File: src/pkg/timer_defines.svh
// Timer constants: mode and interrupt source codes, reset values, counts
//
// Notes on behaviour
// - Capture-restart: count reaching reload value restarts at 0001H without stopping.
// - Reload-caused interrupt clears capture_flag so causes can be told apart.
// - Mode comes from timer_mode_field plus timer_mode_high_bit.
// - Software picks rising or falling input edge for capture.
// - Capture writes count to capture bytes; reload leaves them unchanged.
// - By default both capture and reload raise the interrupt.
// - interrupt_source_select limits interrupt to capture only or reload only.
// - Capture-restart counter advances once per prescale system clock periods; compare mode counts every clock.
// - Compare mode counts up toward 16-bit value in reload registers.
// - Compare match raises interrupt and counting continues, no restart.
// - Output pin toggles on each compare match when output function enabled.
// - Compare mode: FFFFH wraps to 0000H and counting continues.
`ifndef TIMER_DEFINES_SVH
`define TIMER_DEFINES_SVH

`define TMR_WIDTH        16
`define TMR_RESTART_VAL  16'h0001
`define TMR_WRAP_VAL     16'h0000
`define TMR_MAX_VAL      16'hFFFF
`define TMR_CNT_RESET    16'h0000
`define TMR_CAP_RESET    16'h0000
`define TMR_RELOAD_RESET 16'hFFFF
`define TMR_PRE_WIDTH    3
`define TMR_MODE_CAPRST  4'h7
`define TMR_MODE_COMPARE 4'h3
`define TMR_ISRC_BOTH    2'h0
`define TMR_ISRC_CAP     2'h2
`define TMR_ISRC_RELOAD  2'h3

`endif

File: src/pkg/timer_pkg.sv
// Timer types
package timer_pkg;
  typedef enum logic [1:0] {MODE_OFF, MODE_CAPRST, MODE_COMPARE} tmr_mode_t;
  typedef logic [15:0] count_t;
endpackage : timer_pkg

File: src/pkg/event_if.sv
// Event carrier between the edge detector and the timer core
`timescale 1ns/1ps
interface event_if;
  logic edge_hit;
  modport src (output edge_hit);
  modport dst (input edge_hit);
endinterface : event_if

File: src/logic/timer_capture_restart_compare.sv
// Timer with capture-restart and compare modes
`timescale 1ns/1ps
`include "timer_defines.svh"
module timer_capture_restart_compare
#(
  parameter int PRE_W = `TMR_PRE_WIDTH
)
(
  // Clock and reset
  input  wire logic             clk_i,
  input  wire logic             nrst_i,
  // Control 0 and 1
  input  wire logic             enable_i,
  input  wire logic [2:0]       timer_mode_field_i,
  input  wire logic             timer_mode_high_bit_i,
  input  wire logic [1:0]       interrupt_source_select_i,
  input  wire logic             capture_falling_i,
  input  wire logic [PRE_W-1:0] prescale_sel_i,
  input  wire logic             out_alt_en_i,
  // Count and capture writes, reload value
  input  wire logic             count_wr_i,
  input  wire timer_pkg::count_t count_wdata_i,
  input  wire timer_pkg::count_t reload_i,
  input  wire logic             cap_wr_i,
  input  wire timer_pkg::count_t cap_wdata_i,
  // Pins
  input  wire logic             timer_in_i,
  output logic                  timer_out_o,
  output logic                  timer_out_oe_o,
  // Status
  output timer_pkg::count_t     count_o,
  output timer_pkg::count_t     capture_o,
  output logic                  capture_flag_o,
  output logic                  irq_o
);
  import timer_pkg::*;

  ////////////////////////////////////////////////////////////////////////
  // Mode decode and prescaler

  wire [3:0] mode_code_w = {timer_mode_high_bit_i, timer_mode_field_i};
  tmr_mode_t mode_w;
  assign mode_w = (mode_code_w == `TMR_MODE_CAPRST)  ? MODE_CAPRST  :
                  (mode_code_w == `TMR_MODE_COMPARE) ? MODE_COMPARE : MODE_OFF;

  logic [7:0] pre_cnt_q;
  wire  [7:0] pre_div_w  = 8'((9'h1 << prescale_sel_i) - 9'h1);
  wire        compare_w  = (mode_w == MODE_COMPARE);
  wire        run_w      = enable_i && (mode_w != MODE_OFF);
  // Compare mode uses the system clock directly
  wire        tick_w     = run_w && (compare_w || pre_cnt_q >= pre_div_w);

  always_ff @(posedge clk_i or negedge nrst_i)
  begin
    if (!nrst_i)
      pre_cnt_q <= 8'h00;
    else
      pre_cnt_q <= (!run_w || tick_w) ? 8'h00 : pre_cnt_q + 8'h01;
  end

  ////////////////////////////////////////////////////////////////////////
  // Capture edge

  event_if ev ();
  edge_detect u_edge
  (
    .clk_i     (clk_i),
    .nrst_i    (nrst_i),
    .pin_i     (timer_in_i),
    .falling_i (capture_falling_i),
    .arm_i     (run_w && !compare_w),
    .ev        (ev)
  );

  ////////////////////////////////////////////////////////////////////////
  // Counter, capture and events

  count_t cnt_q;
  count_t cap_q;
  logic   flag_q;
  logic   out_q;
  logic   irq_q;

  wire cap_ev_w   = ev.edge_hit && (mode_w == MODE_CAPRST) && enable_i;
  wire match_w    = tick_w && (cnt_q == reload_i);
  wire reload_w   = match_w && !compare_w && !cap_ev_w;
  wire cmp_hit_w  = match_w && compare_w;
  wire irq_cap_w  = cap_ev_w && (interrupt_source_select_i != `TMR_ISRC_RELOAD);
  wire irq_rel_w  = reload_w && (interrupt_source_select_i != `TMR_ISRC_CAP);

  count_t cnt_d;
  assign cnt_d = count_wr_i ? count_wdata_i :
                 (cap_ev_w || reload_w) ? `TMR_RESTART_VAL :
                 (tick_w && cnt_q == `TMR_MAX_VAL) ? `TMR_WRAP_VAL :
                 tick_w ? count_t'(cnt_q + 16'h0001) : cnt_q;

  count_t cap_d;
  assign cap_d = cap_ev_w ? cnt_q : (cap_wr_i ? cap_wdata_i : cap_q);

  wire flag_d = cap_ev_w ? 1'b1 : (reload_w ? 1'b0 : flag_q);

  always_ff @(posedge clk_i or negedge nrst_i)
  begin
    if (!nrst_i)
    begin
      cnt_q  <= `TMR_CNT_RESET;
      cap_q  <= `TMR_CAP_RESET;
      flag_q <= 1'b0;
      out_q  <= 1'b0;
      irq_q  <= 1'b0;
    end
    else
    begin
      cnt_q  <= cnt_d;
      cap_q  <= cap_d;
      flag_q <= flag_d;
      out_q  <= (cmp_hit_w && out_alt_en_i) ? ~out_q : out_q;
      irq_q  <= irq_cap_w || irq_rel_w || cmp_hit_w;
    end
  end

  logic oe_q;
  always_ff @(posedge clk_i or negedge nrst_i)
  begin
    if (!nrst_i)
      oe_q <= 1'b0;
    else
      oe_q <= out_alt_en_i;
  end

  assign count_o        = cnt_q;
  assign capture_o      = cap_q;
  assign capture_flag_o = flag_q;
  assign irq_o          = irq_q;
  assign timer_out_o    = out_q;
  assign timer_out_oe_o = oe_q;
endmodule : timer_capture_restart_compare

File: src/logic/edge_detect.sv
// Capture edge qualifier for the timer input
`timescale 1ns/1ps
module edge_detect
(
  // Clock and reset
  input  wire logic clk_i,
  input  wire logic nrst_i,
  // Input
  input  wire logic pin_i,
  input  wire logic falling_i,
  input  wire logic arm_i,
  // Event out
  event_if.src      ev
);
  logic prev_q;
  logic hit_q;
  wire  rise_w = pin_i & ~prev_q;
  wire  fall_w = ~pin_i & prev_q;
  wire  sel_w  = falling_i ? fall_w : rise_w;

  always_ff @(posedge clk_i or negedge nrst_i)
  begin
    if (!nrst_i)
    begin
      prev_q <= 1'b0;
      hit_q  <= 1'b0;
    end
    else
    begin
      prev_q <= pin_i;
      hit_q  <= sel_w & arm_i;
    end
  end

  assign ev.edge_hit = hit_q;
endmodule : edge_detect

File: config.mk
export PLATFORM = sky130hd
export DESIGN_NAME = timer_capture_restart_compare
export DESIGN_NICKNAME = d
export VERILOG_FILES = /design/src/pkg/timer_pkg.sv /design/src/pkg/event_if.sv /design/src/logic/timer_capture_restart_compare.sv /design/src/logic/edge_detect.sv
export VERILOG_INCLUDE_DIRS = /design/src /design/src/pkg
export SDC_FILE = /design/constraint.sdc
export NUM_CORES = 1
export LEC_CHECK = 0
export CAP_MARGIN = 30
export CORE_ASPECT_RATIO = 0.6
export CORE_UTILIZATION = 60
export DETAILED_ROUTE_END_ITERATION = 12
export DONT_BUFFER_PORTS = 1
export PLACE_DENSITY = 0.84
export SLEW_MARGIN = 40
export SYNTH_ARGS = -nofsm -noshare
export SYNTH_HDL_FRONTEND = slang
export SYNTH_SLANG_ARGS = --single-unit
File: constraint.sdc
create_clock -name clk_i -period 4.9 [get_ports clk_i]
set_input_delay 0.49 -clock clk_i [delete_from_list [all_inputs] [get_ports clk_i]]
set_output_delay 0.49 -clock clk_i [all_outputs]
set_load 0.02 [all_outputs]
* Word-level counts from Yosys, hierarchy flattened *
Index checks and enable logic that the tools add are counted.

word-level totals
  memories = 0
  latch bits = 0
  input bits = 65
  logic and storage cells = 65
  bits in read-only memories = 0
  bits in registers = 46
  output and inout port bits = 36
  memory bits (writable) = 0

cells by class
  multiplexer cells = 12
  reductions and logical operators = 25
  bitwise operators = 6
  multipliers = 0
  $add $sub $neg = 3
  equal/unequal tests = 8
  shift operators = 1
  order comparisons = 1
  div/mod/pow operators = 0

operators with widths
  kind                                                                   number
  16-bit two-way mux                                                     6
  16-bit by 1-bit adder with 16-bit output, second input constant        1
  16-bit equality test                                                   1
  16-bit equality test, second input constant                            1
  1-bit logical AND                                                      13
  8-bit by 1-bit adder with 8-bit output, second input constant          1
  8-bit >= comparator                                                    1
  8-bit two-way mux                                                      1
  1-bit by 3-bit << shifter with 8-bit output, first input constant      1
  8-bit by 1-bit subtractor with 8-bit output, second input constant     1
  2-bit nonzero test                                                     3
  1-bit logical OR                                                       5
  4-bit by 2-bit equality test with 1-bit output, second input constant  1
  4-bit by 3-bit equality test with 1-bit output, second input constant  1
  2-bit two-way mux                                                      2
  2-bit inequality test, second input constant                           2
  4-bit nonzero test                                                     1
  1-bit bitwise AND                                                      3
  1-bit zero test                                                        3
  1-bit two-way mux                                                      3
  1-bit inverter                                                         3
  2-bit by 1-bit equality test with 1-bit output, second input constant  1
  2-bit equality test, second input constant                             1

* Longest topological paths before layout *
  depth after elaboration = 12
  gate-level depth with buffers = 10
  mapped depth without buffers = 8

* Cells and area by module *
Synthesis repeated with hierarchy kept, for this count alone.

unflattened totals
  cell total of the unflattened synthesis = 319
  area total of the unflattened synthesis = 2969.1 sq um

by module, submodules not included
  module                         times used  cells an instance  area an instance (sq um)  seq. area each (sq um)
  timer_capture_restart_compare  1           314                2895.3                    1101.1
  edge_detect                    1           5                  73.8                      50.0

* Worst setup path after synthesis *
No wires, ideal clock.

  path kind = in2reg
  start point = input prescale_sel_i[0]
  end point = register cnt_q[4] (netlist: count_o[4])
  arrival time = 2.478 ns
  stages on the path = 8
  slack = 2.296 ns
  setup time = 0.126 ns
  required time = 4.774 ns
  path buffers = 0
  cells stage by stage = or3_1 ha_1 a31oi_1 nor2b_1 or3b_4 a211oi_4 nor3_1 a221o_1

between the ends
  cells in the longest elaborated chain, start to end = 11
  elaborated cells on any way between the ends = 14
  classes of those cells = 1 x add/sub; 1 x order compare; 1 x shift; 3 x mux; 8 x reduce/logical

ends and longest elaborated chain
  item                                           line                                  text
  start: declaration                             timer_capture_restart_compare.sv:18   input wire logic [PRE_W-1:0] prescale_sel_i,
  1-bit by 3-bit << shifter with 8-bit output *  timer_capture_restart_compare.sv:47   wire [7:0] pre_div_w = 8'((9'h1 << prescale_sel_i) - 9'h1);
  8-bit by 1-bit subtractor with 8-bit output *  timer_capture_restart_compare.sv:47
  8-bit >= comparator *                          timer_capture_restart_compare.sv:51   wire tick_w = run_w && (compare_w || pre_cnt_q >= pre_div_w);
  1-bit logical OR *                             timer_capture_restart_compare.sv:51
  1-bit logical AND *                            timer_capture_restart_compare.sv:51
  1-bit logical AND                              timer_capture_restart_compare.sv:85   wire match_w = tick_w && (cnt_q == reload_i);
  1-bit logical AND (2 in a row)                 timer_capture_restart_compare.sv:86   wire reload_w = match_w && !compare_w && !cap_ev_w;
  1-bit logical OR                               timer_capture_restart_compare.sv:93   (cap_ev_w || reload_w) ? `TMR_RESTART_VAL :
  16-bit two-way mux                             timer_capture_restart_compare.sv:93
  16-bit two-way mux                             timer_capture_restart_compare.sv:92   assign cnt_d = count_wr_i ? count_wdata_i :
  end signal: assignment                         timer_capture_restart_compare.sv:106  cnt_q <= `TMR_CNT_RESET;
  end signal: assignment                         timer_capture_restart_compare.sv:114  cnt_q <= cnt_d;
  end: declaration                               timer_capture_restart_compare.sv:78   count_t cnt_q;

Every way passes the cells marked *; elsewhere a longest branch is shown, timed or not.
A chain may end at the register's enable or synchronous reset.

* Worst setup path after layout *
  start point = register pre_cnt_q[5]
  end point = register cnt_q[4] (netlist: count_o[4])

between the ends
  cells in the longest elaborated chain, start to end = 9
  elaborated cells on any way between the ends = 12
  classes of those cells = 1 x order compare; 3 x mux; 8 x reduce/logical

ends and longest elaborated chain
  item                            line                                 text
  start: declaration              timer_capture_restart_compare.sv:46  logic [7:0] pre_cnt_q;
  start signal: assignment        timer_capture_restart_compare.sv:58  pre_cnt_q <= (!run_w || tick_w) ? 8'h00 : pre_cnt_q + 8'h01;
  8-bit >= comparator *           timer_capture_restart_compare.sv:51
  1-bit logical OR *              timer_capture_restart_compare.sv:51
  1-bit logical AND *             timer_capture_restart_compare.sv:51
  1-bit logical AND               timer_capture_restart_compare.sv:85
  1-bit logical AND (2 in a row)  timer_capture_restart_compare.sv:86
  1-bit logical OR                timer_capture_restart_compare.sv:93
  16-bit two-way mux              timer_capture_restart_compare.sv:93
  16-bit two-way mux              timer_capture_restart_compare.sv:92

Marked as above.

==> results by group <==
Placement
  – IO Port Bufs: 0
  – RePlAce Congestion: 0.913
  – Placed Area: 2950 um^2
  – DP HPWL: 5.63 mm

Logic synthesis
  – Post-synth design cell area: 2990 um^2
  – Mean Syn Cell Area: 9.12 um^2
  – YS warnings: 0
  – Number of synthesized flops with an enable pin: 0
  – Sequential share of the synthesized area: 38.5%
  – Yosys reg bits: 46
  – Netlist cell types: 58
  – Synthesized Nets: 403
  – Ys async rst share: 100%
  – Top FF cell, synth: dfrtp_1
  – Mapped Cells: 328

Worst setup path
  – Crit path arrival time: 3.23 ns
  – WP buf/inv: 0
  – Worst r2r path cells: 7
  – Crit. End Element: flop
  – Critical Path RT: 5.09 ns
  – Critical path cell sequence: ha_1 > a211oi_2 > o211a_1 > or3b_4 > a211oi_4 > nor3_1 > a221o_1
  – CP peak stage delay: 0.72 ns
  – CP startpoint kind: flop
  – Stages on worst setup path: 7
  – Crit-path slowest cell: a211oi_4
  – WS Path Type: flop to flop
  – Critical path fanouts, max: 18
  – Kind of cell adding the most delay to the critical path: compound AO/OA/AOI/OAI gates

Timing
  – Slew HR: 46.2%
  – Fmax: 329 MHz
  – RSZ-0062 raised after global routing: false
  – Min Hold Slack: 0.0219 ns
  – Skew final: 0.00806 ns
  – Final count of pins violating max slew: 0
  – Final worst-path cycle share: 62.0%
  – Setup_tns: 0 ns
  – Least-Margin Pin Slew: 0.804 ns
  – Fin. Hold Viols: 0
  – Setup violation total in the final timing report: 0
  – Min Clock Period, post-route: 3.04 ns

Clock network
  – CTS Buf Count: 5
  – Root Buffer Master: clkbuf_8
  – Clk slew on worst S/H paths: 0.09 ns
  – TritonCTS clock tree: built
  – CTS H-Tree Depth: 2
  – Clock sink count: 46
  – Clock buffer depth: 2
  – Clock latency on the worst-skew pair: 0.30 ns

Drt
  – Drt total wl: 7.61 mm
  – Wirelength per Cell: 20.2 um
  – Final ANT Viol Nets: 0
  – Drt initial violations: 253
  – Routed vias: 2514
  – Pre-antenna DRT Iters: 5
  – DRC viols: 0
  – Via-per-instance ratio: 6.69

Cells and area
  – Util after Layout: 65.5%
  – Area of the multi-input gates: 1680 um^2
  – # diodes: 0
  – Final Cell Area: 3070 um^2
  – Final nets: 387
  – Layout area overhead: 2.55%
  – Reg area: 1150 um^2
  – Filler Cells Inserted: 390
  – Share of cells above drive strength 1: 6.39%

Die
  – Core area: 4680 um^2
  – Die Width: 93.2 um
  – Initial Util: 63.9%
  – Rows: 19
  – IO Count: 101
  – Chip height: 56.7 um
  – Die area: 5280 um^2

Run
  – Max Cap Violations: 0

Global route
  – M3 GR Usage: 9.62%
  – Largest net degree at the start of global routing: 47
  – Routing usage on met1: 43.2%
  – M2 GR Usage: 42.8%
  – First-pass GRT wire length: 11.8 mm
  – Global route hottest layer: met1
  – Tot GR Track Use: 29.9%
  – Number of global-route vias before repair: 2302
  – Initial antenna violation count: 0
  – Overflow after GRT: 0

Power
  – Leak pwr: 1.27 nW
  – VDD IR max: 0.185 mV
  – PwrDens: 285 nW/um^2
  – Power, Total: 0.875 mW

Status
  – Outcome: finished clean

Hold path
  – HP Class: primary input to asynchronous set/reset pin
==> sequential cells by signal (all words and copies together) (netlist names) <==
name / flops
count_o: 16
timer_out_oe_o: 1
timer_out_o: 1
u_edge.ev.edge_hit: 1
pre_cnt_q: 8
u_edge.prev_q: 1
capture_flag_o: 1
capture_o: 16
irq_o: 1
==> worst register-to-register path, delay by kind of cell, from the launching register on <==
family	cells	cell delay, ns
fa+ha+maj	1	0.35
compound gates	4	1.59
simple gates	2	0.55
flops	1	0.44
==> final timing paths <==
check / from / endpoint / slack [ns]
min in group clk_i: out_alt_en_i / timer_out_oe_o / 0.20
max in group asynchronous: nrst_i / capture_o[1] / 4.66
max: pre_cnt_q[5] / count_o[4] / 1.86
min: nrst_i / pre_cnt_q[1] / 0.02
min reg2reg: pre_cnt_q[0] / pre_cnt_q[0] / 0.56
max reg2reg: pre_cnt_q[5] / count_o[4] / 1.86
==> timing repair <==
| action | in CTS | in global routing |
|---|---|---|
| endpoints found under the hold margin | 46 | 0 |
| hold buffers | 1 | 0 |
| buffers inserted | 0 | 0 |
| resized for setup | 0 | 0 |
==> Yosys cell counts (all sizes together), types with 3 or more instances <==
cell | number | share of area, %
ha | 10 | 4.2
o21ai | 20 | 3.3
or3 | 4 | 0.84
and3 | 4 | 0.84
nand4 | 15 | 3.3
nor3 | 6 | 1.0
nor2 | 23 | 2.9
buf | 16 | 3.2
nand2 | 34 | 4.3
a211oi | 4 | 1.6
dfrtp | 46 | 38
nor4 | 9 | 2.1
nand3 | 15 | 2.5
o211ai | 4 | 1.0
inv | 10 | 1.3
a21oi | 10 | 2.2
clkbuf | 9 | 1.1
a211o | 3 | 0.88
nand2b | 4 | 0.84
o31ai | 3 | 0.75
a22oi | 4 | 1.0
a221o | 4 | 1.3
xor2 | 21 | 6.1
mux2i | 16 | 5.4
a31oi | 7 | 2.0
==> report_power, final <==
group          switching (mW)  internal [mW]  leakage, nW
clock network           0.133          0.101       0.0452
registers               0.103          0.410        0.559
logic                  0.0673         0.0600        0.669
==> through the flow <==
stage / setup slack (ns) / instances
floorplan: 2.30 / 328
global placement: 1.82 / 367
detailed placement: 1.84 / 367
CTS: 1.92 / 376
global route: 1.77 / 376
finish: 1.86 / 376
==> layout make-up <==
type                            count  area share (%)
Inverter                           10            1.22
Sequential cell                    46            37.5
Clock buffer                        6            2.37
Clock inverter                      2           0.449
Timing Repair Buffer                2            1.14
Multi-Input combinational cell    247            54.7
Tap cell                           63            2.57
==> kinds of logic after synthesis <==
family	synth area share [%]
mux	5.35
flops	38.5
fa+ha+maj	4.18
simple gates	21.4
other cells	0.125
xor+xnor	6.73
buf+inv	5.56
compound gates	18.2
==> metal layers <==
layer | vias up | part of all wire [%]
met5 | - | 0
met4 | 0 | 1.1
met3 | 12 | 11
met2 | 130 | 43
met1 | 1204 | 45
li1 | 1168 | -
==> layout by cell type (no fill, tap or decap), drive strengths merged, types with 2 or more instances in the layout <==
| cell type | count |
|---|---|
| o211ai | 4 |
| xor2 | 21 |
| clkinv | 2 |
| a211oi | 4 |
| ha | 10 |
| xnor2 | 2 |
| or3 | 4 |
| a22o | 2 |
| buf | 2 |
| mux2i | 16 |
| nand2 | 34 |
| a221o | 4 |
| a22oi | 4 |
| and3 | 4 |
| a31o | 2 |
| a211o | 3 |
| nor3 | 6 |
| o21ai | 20 |
| nand4 | 15 |
| inv | 10 |
| or4 | 2 |
| dfrtp | 46 |
| a31oi | 7 |
| o41ai | 2 |
| nand3 | 15 |
| clkbuf | 6 |
| nor4 | 9 |
| nor2 | 23 |
| o31ai | 3 |
| a21oi | 10 |
| nand2b | 4 |
| and2 | 2 |
No activity file was read; power rests on OpenSTA's default activity.
